<file path="config.mk">
export PLATFORM = sky130hd
export DESIGN_NAME = rfa_bank
export DESIGN_NICKNAME = d
export VERILOG_FILES = /design/src/logic/rfa_pkg.sv /design/src/logic/rfa_field_if.sv /design/src/logic/rfa_field.sv /design/src/logic/rfa_bank.sv
export SDC_FILE = /design/constraint.sdc
export NUM_CORES = 1
export LEC_CHECK = 0
export BUFFER_PORTS_ARGS = -buffer_cell sky130_fd_sc_hd__clkbuf_2
export CORE_AREA = 2 2 93 95
export CTS_BUF_LIST = sky130_fd_sc_hd__clkbuf_16
export CTS_CLUSTER_SIZE = 12
export DETAILED_ROUTE_END_ITERATION = 6
export DIE_AREA = 0 0 95 97
export HOLD_SLACK_MARGIN = 0.03
export PLACE_DENSITY = 0.68
export SLEW_MARGIN = 10
export SYNTH_ARGS = -nofsm -noshare
export SYNTH_HDL_FRONTEND = slang
export SYNTH_SLANG_ARGS = --single-unit
</file>
<file path="constraint.sdc">
create_clock -name ref_clk -period 1.96 [get_ports ref_clk]
set_input_delay 0.294 -clock ref_clk [delete_from_list [all_inputs] [get_ports ref_clk]]
set_output_delay 0.294 -clock ref_clk [all_outputs]
set_load 0.05 [all_outputs]
</file>
<file path="src/logic/rfa_pkg.sv">
// register field access policy constants and types
// assumes a single clock domain and a generic software register port
// What this block does
// - read/write field returns last software-written value; writes update it
// - read-only field returns hardware value and ignores software writes
// - write-only field accepts writes but reads return its reset value
// - clear-on-write-one field is readable; writing 1 clears, 0 no effect
// - clear-on-write-zero field is readable; writing 0 clears, 1 no effect
// - clear-on-read field returns value on read then clears; writes ignored
// - set-only field is readable; writing 1 sets, writing 0 no effect
// - write-trigger field readable; any write fires event, value unchanged
// - toggle field inverts on written 1; written 0 leaves it unchanged
// - read/write, set-only and toggle bits change only by software; hw_set also sets W1C, W0C and clear-on-read bits
package rfa_pkg;

	// access policies selectable per field
	typedef enum logic [3:0] {
		RFA_RW,
		RFA_RO,
		RFA_WO,
		RFA_W1C,
		RFA_W0C,
		RFA_RC,
		RFA_RS,
		RFA_WT,
		RFA_TOG
	} rfa_policy_type;

	localparam int RFA_FIELD_W = 8;
	localparam logic [RFA_FIELD_W-1:0] RFA_RST_VAL = 8'h00;
	localparam logic [RFA_FIELD_W-1:0] RFA_ZERO    = 8'h00;

endpackage : rfa_pkg

</file>
<file path="src/logic/rfa_field_if.sv">
// interface carrying one field's software access and hardware side
// assumes one clock; strobes are one-cycle pulses
interface rfa_field_if #(parameter int W = 8);
	logic         wr_en;
	logic         rd_en;
	logic [W-1:0] wdata;
	logic [W-1:0] hw_set;
	logic [W-1:0] hw_val;
	logic [W-1:0] rdata;
	logic [W-1:0] value;
	logic [W-1:0] trig;

	modport ctl (output wr_en, rd_en, wdata, hw_set, hw_val,
		input rdata, value, trig);
	modport fld (input wr_en, rd_en, wdata, hw_set, hw_val,
		output rdata, value, trig);
endinterface : rfa_field_if

</file>
<file path="src/logic/rfa_field.sv">
// one register field implementing a chosen access policy
// assumes rd_en and wr_en are single-cycle strobes, one per access
module rfa_field
	import rfa_pkg::*;
#(
	parameter rfa_policy_type POLICY = RFA_RW,
	parameter int             W      = RFA_FIELD_W,
	parameter logic [W-1:0]   RSTV   = '0
)(
	// clock and reset
	input  wire logic ref_clk,
	input  wire logic rstn,
	// field access
	rfa_field_if.fld  f
);

	logic [W-1:0] val_r;
	logic [W-1:0] val_nxt;
	logic [W-1:0] trig_r;
	logic [W-1:0] trig_nxt;

	// next stored value per policy; hardware set wins over clears
	always_comb
	begin
		val_nxt  = val_r;
		trig_nxt = '0;
		unique case (POLICY)
			RFA_RW:  if (f.wr_en) val_nxt = f.wdata;
			RFA_RO:  val_nxt = f.hw_val;
			RFA_WO:  if (f.wr_en) val_nxt = f.wdata;
			RFA_W1C:
			begin
				if (f.wr_en) val_nxt = val_r & ~f.wdata;
				val_nxt = val_nxt | f.hw_set;
			end
			RFA_W0C:
			begin
				if (f.wr_en) val_nxt = val_r & f.wdata;
				val_nxt = val_nxt | f.hw_set;
			end
			RFA_RC:
			begin
				if (f.rd_en) val_nxt = RFA_ZERO[W-1:0];
				val_nxt = val_nxt | f.hw_set;
			end
			RFA_RS:  if (f.wr_en) val_nxt = val_r | f.wdata;
			RFA_WT:
			begin
				val_nxt = f.hw_val;
				if (f.wr_en) trig_nxt = '1;
			end
			RFA_TOG: if (f.wr_en) val_nxt = val_r ^ f.wdata;
			default: val_nxt = val_r;
		endcase
	end

	// state registers
	always_ff @(posedge ref_clk)
	begin
		if (!rstn)
		begin
			val_r  <= RSTV;
			trig_r <= '0;
		end
		else
		begin
			val_r  <= val_nxt;
			trig_r <= trig_nxt;
		end
	end

	// read data: write-only reads back reset value
	assign f.rdata = (POLICY == RFA_WO) ? RSTV : val_r;
	assign f.value = val_r;
	assign f.trig  = trig_r;

	rc_once_a: assert property (@(posedge ref_clk) disable iff (!rstn)
		(POLICY == RFA_RC && f.rd_en && f.hw_set == '0)
		|=> val_r == '0)
		else $error("clear-on-read did not clear");
	tog_a: assert property (@(posedge ref_clk) disable iff (!rstn)
		(POLICY == RFA_TOG && f.wr_en)
		|=> val_r == ($past(val_r) ^ $past(f.wdata)))
		else $error("toggle result wrong");
	w1c_a: assert property (@(posedge ref_clk) disable iff (!rstn)
		(POLICY == RFA_W1C && f.wr_en && f.hw_set == '0)
		|=> val_r == ($past(val_r) & ~$past(f.wdata)))
		else $error("w1c result wrong");
	w0c_a: assert property (@(posedge ref_clk) disable iff (!rstn)
		(POLICY == RFA_W0C && f.wr_en && f.hw_set == '0)
		|=> val_r == ($past(val_r) & $past(f.wdata)))
		else $error("w0c result wrong");
	set_only_a: assert property (@(posedge ref_clk) disable iff (!rstn)
		(POLICY == RFA_RS) |=> (val_r & $past(val_r)) == $past(val_r))
		else $error("set-only bit cleared");
	wt_pulse_a: assert property (@(posedge ref_clk) disable iff (!rstn)
		(POLICY == RFA_WT && f.wr_en) |=> f.trig == '1)
		else $error("trigger missing");
	wo_read_a: assert property (@(posedge ref_clk) disable iff (!rstn)
		(POLICY == RFA_WO) |-> f.rdata == RSTV)
		else $error("write-only read leaked");
	rw_hold_a: assert property (@(posedge ref_clk) disable iff (!rstn)
		(POLICY == RFA_RW && !f.wr_en) |=> $stable(val_r))
		else $error("rw changed without write");

endmodule : rfa_field

</file>
<file path="src/logic/rfa_bank.sv">
// bank of nine fields, one per access policy, behind a field-select port
// assumes a generic single-cycle read/write port on the same clock
module rfa_bank
	import rfa_pkg::*;
#(
	parameter int W = RFA_FIELD_W
)(
	// clock and reset
	input  wire logic          ref_clk,
	input  wire logic          rstn,
	// software port
	input  wire logic [3:0]    sel,
	input  wire logic          wr_en,
	input  wire logic          rd_en,
	input  wire logic [W-1:0]  wdata,
	output logic      [W-1:0]  rdata_r,
	// hardware side
	input  wire logic [W-1:0]  hw_set,
	input  wire logic [W-1:0]  hw_val,
	output logic      [9*W-1:0] field_value,
	output logic               trig_pulse
);

	localparam int N = 9;
	logic [W-1:0] rd_mux [N];
	logic [N-1:0] trig_v;
	logic [W-1:0] rdata_nxt;

	// one field per policy, strobes routed only to the selected one
	for (genvar i = 0; i < N; i++)
	begin : g_fld
		rfa_field_if #(.W(W)) fi ();
		assign fi.wr_en  = wr_en && (sel == 4'(i));
		assign fi.rd_en  = rd_en && (sel == 4'(i));
		assign fi.wdata  = wdata;
		assign fi.hw_set = hw_set;
		assign fi.hw_val = hw_val;
		rfa_field #(
			.POLICY (rfa_policy_type'(i)),
			.W      (W),
			.RSTV   (RFA_RST_VAL[W-1:0])
		) u_fld (
			.ref_clk (ref_clk),
			.rstn    (rstn),
			.f       (fi)
		);
		assign rd_mux[i]                = fi.rdata;
		assign field_value[i*W +: W]    = fi.value;
		assign trig_v[i]                = fi.trig[0];
	end

	// read mux; unmapped selects read zero
	always_comb
	begin
		rdata_nxt = rdata_r;
		if (rd_en)
			rdata_nxt = (sel < 4'(N)) ? rd_mux[sel] : RFA_ZERO[W-1:0];
	end

	always_ff @(posedge ref_clk)
	begin
		if (!rstn)
			rdata_r <= '0;
		else
			rdata_r <= rdata_nxt;
	end

	assign trig_pulse = |trig_v;

endmodule : rfa_bank

</file>
==> results.yml, run 1 <==
final_layout:
  nNetsFinal: 468
  layout_commonest_cell: "clkbuf_2"
  drive_gt1_share_pct: 36.05
  n_antenna_cell: 0
  final_cell_mix: "clkbuf_2, dfxtp_1, a21oi_1, o31ai_1, o21ai_0"
  syn2layout_area_growth_pct: 28.58
worst_setup_path:
  rrSetupSlack_ps: 740
  path_cells: "clkbuf_2 > or3b_4 > or4_1 > a21oi_1"
  r2r-start: "g_fld[1].u_fld.f.rdata[0]"
  path_buf_inv: 1
  rr_endpoint: "rdata_r[0]"
  crit_path_start_kind: "input port"
  crit_family: "simple AND/OR/NAND/NOR gates"
  worst_setup_path_end_kind: "flip-flop"
  crit_slowest_cell: "or3b_4"
  rr_worst_depth: 3
  slowest_delay_ps: 570
  crit_type: "in2reg"
  path_max_fanout: 32
  required_ps: 2230
  worst-endpoint-arrival_ps: 1700
logic_synthesis:
  syn_avg_cell_area_um2: 9.447
  synth_cell_types: 32
  yosysTopAreaCell: "dfxtp_1"
  synthTopCellsByArea: "dfxtp_1, a21oi_1, o31ai_1"
  synth_fp_nets: 368
  synth-seq-area-share_pct: 46.04
  ys_ff_latch: 73
  ys_warn_count: 0
  synth_top_area_share_pct: 46.04
  syn_inst: 336
  synth_area_mm2: 0.003174
timing:
  worst_slack_ps: 529.8
  fin_crit_sh_pct: 72.97
  tns_ps: 0
  maxSlewViolCount: 0
  hold_viol: 0
  rsz0062_at_grt: "false"
  worstMarginPinSlew_ps: 606.2
  fin_skew_ps: 5.991
  max-slew-margin-rel_pct: 59.41
  fmax_mhz: 699.2
  setup-violations-final: 0
  period_needed_ps: 1430
cts:
  cts-htree-levels: 3
  clk_pin_slew_ps: 60
  postCtsSetupRepairBufs: 0
  cts_tree: "done"
  root_buffer: "clkbuf_16"
  cts_sinks: 73
  hold_buffers: 0
  cts_buffer_depth: 2
  cts_buffers: 9
  cts_resized: 0
  clkLatencyLatePin_ps: 340
pwr:
  ir_drop_mv: 0.4460
  power_density_mw_per_mm2: 940.4
  p_leak_nw: 1.736
hold_path:
  hp-class: "in2reg"
  whs_path_depth: 2
  worstHoldStart: "hw_val[1]"
  min_to: "g_fld[1].u_fld.f.rdata[1]"
floorplanning:
  fp.dieH_um: 97
  rows: 33
  die_w_um: 95
  start_util_pct: 39.02
  io_pins: 113
  core_mm2: 0.008134
  die_area_mm2: 0.009215
route:
  drc_errors: 0
  vias: 3146
  drt_iter0_drc: 369
  drt_pass1_iterations: 5
  postRouteAntennaNets: 0
  routed_wl_um: 10420
  viasPerCell: 5.762
  wire_per_inst_um: 19.09
global_routing:
  grt_pass1_vias: 3040
  grt_pass1_wl_um: 16380
  antenna_found_initial: 0
  grt.overflow.total: 0
  grt_start_max_net_pins: 38
  grt_use_total_pct: 23.40
flow_run:
  timing.max_cap.violations: 0
outcome:
  status: "finished, final reports clean"
placement:
  globalplace.congestion: 0.8556
  dpl.hpwl_um: 7510
  port_buffers: 112
  post-place-ws_ps: 227.1
==> registers in the layout, indices dropped and copies added (netlist names) <==
name,count
g_fld.u_fld.f.value,8
g_fld.u_fld.f.trig,1
g_fld.u_fld.f.rdata,56
rdata_r,8
==> metal layers <==
| layer | share of wire, % | vias up | GRT usage (%) |
|---|---|---|---|
| met1 | 43 | 1509 | 32.58 |
| li1 | - | 1456 | - |
| met2 | 45 | 160 | 34.42 |
| met4 | 2.1 | 0 | 9.810 |
| met3 | 9.0 | 21 | 5.607 |
| met5 | 0 | - | 0 |
==> synth_stat cells <==
cell type	count
o31a_1	2
nor2_1	10
clkbuf_1	20
or2_2	1
nor3b_2	1
mux4_2	8
o31ai_1	30
o21a_1	2
buf_2	4
mux2_2	8
o21ai_0	24
buf_6	2
buf_4	8
a221oi_1	8
nand3b_1	2
and3b_1	1
inv_1	16
buf_1	3
a21oi_1	46
nand2b_1	2
nor3_1	1
a32oi_1	8
or4_1	8
or3b_4	1
nor4bb_1	1
nand3_1	17
dfxtp_1	73
nand4b_1	1
and2_1	8
inv_2	1
a31oi_1	8
nor2b_1	11
==> power breakdown <==
part           internal (mW)  leakage [nW]  switching (mW)
Combinational          0.176          1.00           0.463
Sequential              1.54         0.599          0.0516
Clock                  0.969         0.134           0.634
==> worst max path at each step <==
stage	start	end	cells past startpoint
finish	wr_en	g_fld[8].u_fld.f.rdata[3]	4
global route	wr_en	g_fld[8].u_fld.f.rdata[6]	4
CTS	wr_en	g_fld[8].u_fld.f.rdata[3]	4
detailed placement	wr_en	g_fld[8].u_fld.f.rdata[1]	4
global placement	wr_en	g_fld[8].u_fld.f.rdata[7]	4
floorplan	sel[0]	g_fld[8].u_fld.f.rdata[2]	5
==> cells by family after synthesis <==
family	synth area share, %
AND/OR/NAND/NOR	12.34
flip-flops	46.04
multiplexers	8.514
buffers and inverters	7.962
AO/OA/AOI/OAI	25.15
==> final cells by class <==
| class | count | area, um^2 |
|---|---|---|
| Timing Repair Buffer | 126 | 678.2 |
| Sequential cell | 73 | 1461 |
| Clock buffer | 9 | 225.2 |
| Inverter | 17 | 63.81 |
| Multi-Input combinational cell | 209 | 1460 |
| Fill cell | 784 | 4053 |
| Clock inverter | 7 | 61.31 |
| Tap cell | 105 | 131.4 |
==> per-stage QoR <==
stage	instance area, um^2	total power [mW]	cells	hold slack [ps]	utilization [%]
finish	4081	3.838	546	161.3	50.18
global route	4081	3.934	546	176.2	50.18
CTS	4081	3.838	546	160.0	50.18
detailed placement	3795	2.261	530	457.3	46.65
global placement	3795	2.253	530	451.4	46.65
floorplan	3174	2.072	336	417.8	-
==> worst register-to-register path, cell delays in order, from the launching register on <==
cell and delay, ps:
dfxtp_1 330, mux4_2 520, nor2b_1 160, o31ai_1 90
(Power assumes the default switching activity.)
==> run 2: changes to the inputs <==
ABC_AREA = 1   (was not set)
PLACE_DENSITY = 0.71   (was 0.68)
clock period = 1.15 ns   (was 1.96 ns; I/O delays follow)
==> results.yml, run 2 <==
outcome:
  status: "finished, final reports clean"
final_layout:
  n_antenna_cell: 0
  nNetsFinal: 619
  largest_reg_flops: 56
  syn2layout_area_growth_pct: 45.29
  drive_gt1_share_pct: 35.47
  final_core_util_pct: 57.15
  design_area_mm2: 0.004648
  final_cell_mix: "nand2_1, a21oi_1, clkbuf_2, inv_1, dfxtp_2"
  instances_no_fill: 697
  layout_commonest_cell: "nand2_1"
route:
  drt_iter0_drc: 154
  viasPerCell: 4.993
  wire_per_inst_um: 15.33
  wl_met1_um: 4449
  routed_wl_um: 10690
  top_layer: "met4"
  route.met2.wl_um: 5262
  wl_met3_um: 695
  drt_pass1_iterations: 5
  drc_errors: 0
  vias: 3480
  postRouteAntennaNets: 0
timing:
  rsz0062_at_grt: "false"
  hold_viol: 0
  fin_skew_ps: 4.291
  fin_crit_sh_pct: 99.26
  tns_ps: 0
  maxSlewViolCount: 0
  worstMarginPinSlew_ps: 303.2
  max-slew-margin-rel_pct: 79.60
  worst_slack_ps: 8.501
  period_needed_ps: 1141
  fmax_mhz: 876.0
  setup-violations-final: 0
  hold_slack_ps: 102.2
logic_synthesis:
  synth-seq-area-share_pct: 45.68
  yosysMostFrequentCell: "nand2_1"
  yosys-top-cells-count: "nand2_1, dfxtp_1, a21oi_1, inv_1, o21ai_0"
  synth_fp_nets: 483
  synthTopCellsByArea: "dfxtp_1, nand2_1, a21oi_1"
  synth-async-reset-ratio_pct: 0
  ys_warn_count: 0
  synth_cell_types: 23
  ys.flop_type: "dfxtp_1"
  synth_area_mm2: 0.003199
  syn_avg_cell_area_um2: 7.094
  synth_top_area_share_pct: 45.68
  ys_ff_latch: 73
  syn_inst: 451
  yosysTopAreaCell: "dfxtp_1"
  synth_edf_count: 0
worst_setup_path:
  crit_path_start_kind: "flip-flop"
  path_cells: "clkbuf_4"
  path_max_fanout: 2
  slowest_delay_ps: 380
  cp.depth: 1
  crit_family: "flip-flops"
  worst_setup_path_end_kind: "primary output"
  crit_type: "reg2out"
  required_ps: 980
  rr_worst_depth: 8
  crit_slowest_cell: "dfxtp_1"
  path_buf_inv: 1
  worst-endpoint-arrival_ps: 970
placement:
  dp.cells: 673
  port_buffers: 112
  place_area_mm2: 0.004075
  dpl.hpwl_um: 7898
  globalplace.congestion: 0.9262
  post-place-ws_ps: -181.2
hold_path:
  whs_path_depth: 3
  hp-class: "in2reg"
global_routing:
  grt_pass1_wl_um: 17040
  grt_start_max_net_pins: 50
  antenna_found_initial: 0
  grt_use_total_pct: 24.04
  grt_pass1_vias: 3372
  grt.overflow.total: 0
floorplanning:
  die_area_mm2: 0.009215
  rows: 33
  die_w_um: 95
  core_mm2: 0.008134
  fp.dieH_um: 97
  io_pins: 113
  start_util_pct: 39.33
cts:
  cts_sinks: 73
  root_buffer: "clkbuf_16"
  postCtsSetupRepairBufs: 0
  cts_tree: "done"
  clkLatencyLatePin_ps: 330
  cts-htree-levels: 3
  clk_pin_slew_ps: 60
  cts_buffer_depth: 2
  cts_buffers: 9
flow_run:
  timing.max_cap.violations: 0
pwr:
  power_mw: 7.126
  ir_drop_mv: 0.6685
  p_leak_nw: 2.277
  power_density_mw_per_mm2: 1533
run 2: cell types whose count changed in the layout (fill, tap and decap cells not counted), moves of 33 or more:
cell / delta
nand2_1: +139
dfxtp_1: -41
clkbuf_4: +33
clkbuf_2: -63
dfxtp_2: +41
run 2: repair_timing:
item                                    in CTS  in global routing
hold endpoints to repair                     8                  0
endpoints found under the setup margin      45                 27
hold buffers                                 8                  0
resized for setup                           49                 27
run 2: kinds of logic after synthesis:
logic type	after synthesis	share of synthesized area (%)
AND/OR/NAND/NOR	206	28.43
flip-flops	73	45.68
buffers and inverters	76	10.87
AO/OA/AOI/OAI	96	15.02
run 2: worst paths after layout:
path / startpoint / to / slack (ps)
max: rdata_r[2] / rdata_r[2] / 9
min: hw_set[6] / g_fld[5].u_fld.f.rdata[6] / 100
min reg2reg: g_fld[0].u_fld.f.rdata[7] / g_fld[0].u_fld.f.rdata[7] / 470
max reg2reg: g_fld[1].u_fld.f.rdata[3] / rdata_r[3] / 150
run 2: final cells by class:
cell class | instances | area, um^2
Clock buffer | 9 | 225.2
Clock inverter | 7 | 120.1
Fill cell | 780 | 3486
Inverter | 47 | 176.4
Multi-Input combinational cell | 302 | 1395
Sequential cell | 73 | 1513
Tap cell | 105 | 131.4
Timing Repair Buffer | 154 | 1087
run 2: where the power goes:
part / total, mW / leakage (nW) / switching (mW) / internal (mW)
registers: 2.75 / 0.610 / 0.0972 / 2.65
logic: 1.13 / 1.50 / 0.787 / 0.344
clock network: 3.25 / 0.171 / 1.12 / 2.12
total: 7.13 / 2.28 / 2.01 / 5.12
run 2: per-layer routing:
metal | vias up | global-route usage (%)
met5 | - | 0
met4 | 0 | 9.810
met3 | 28 | 4.361
met2 | 131 | 39.23
met1 | 1597 | 30.95
li1 | 1724 | -
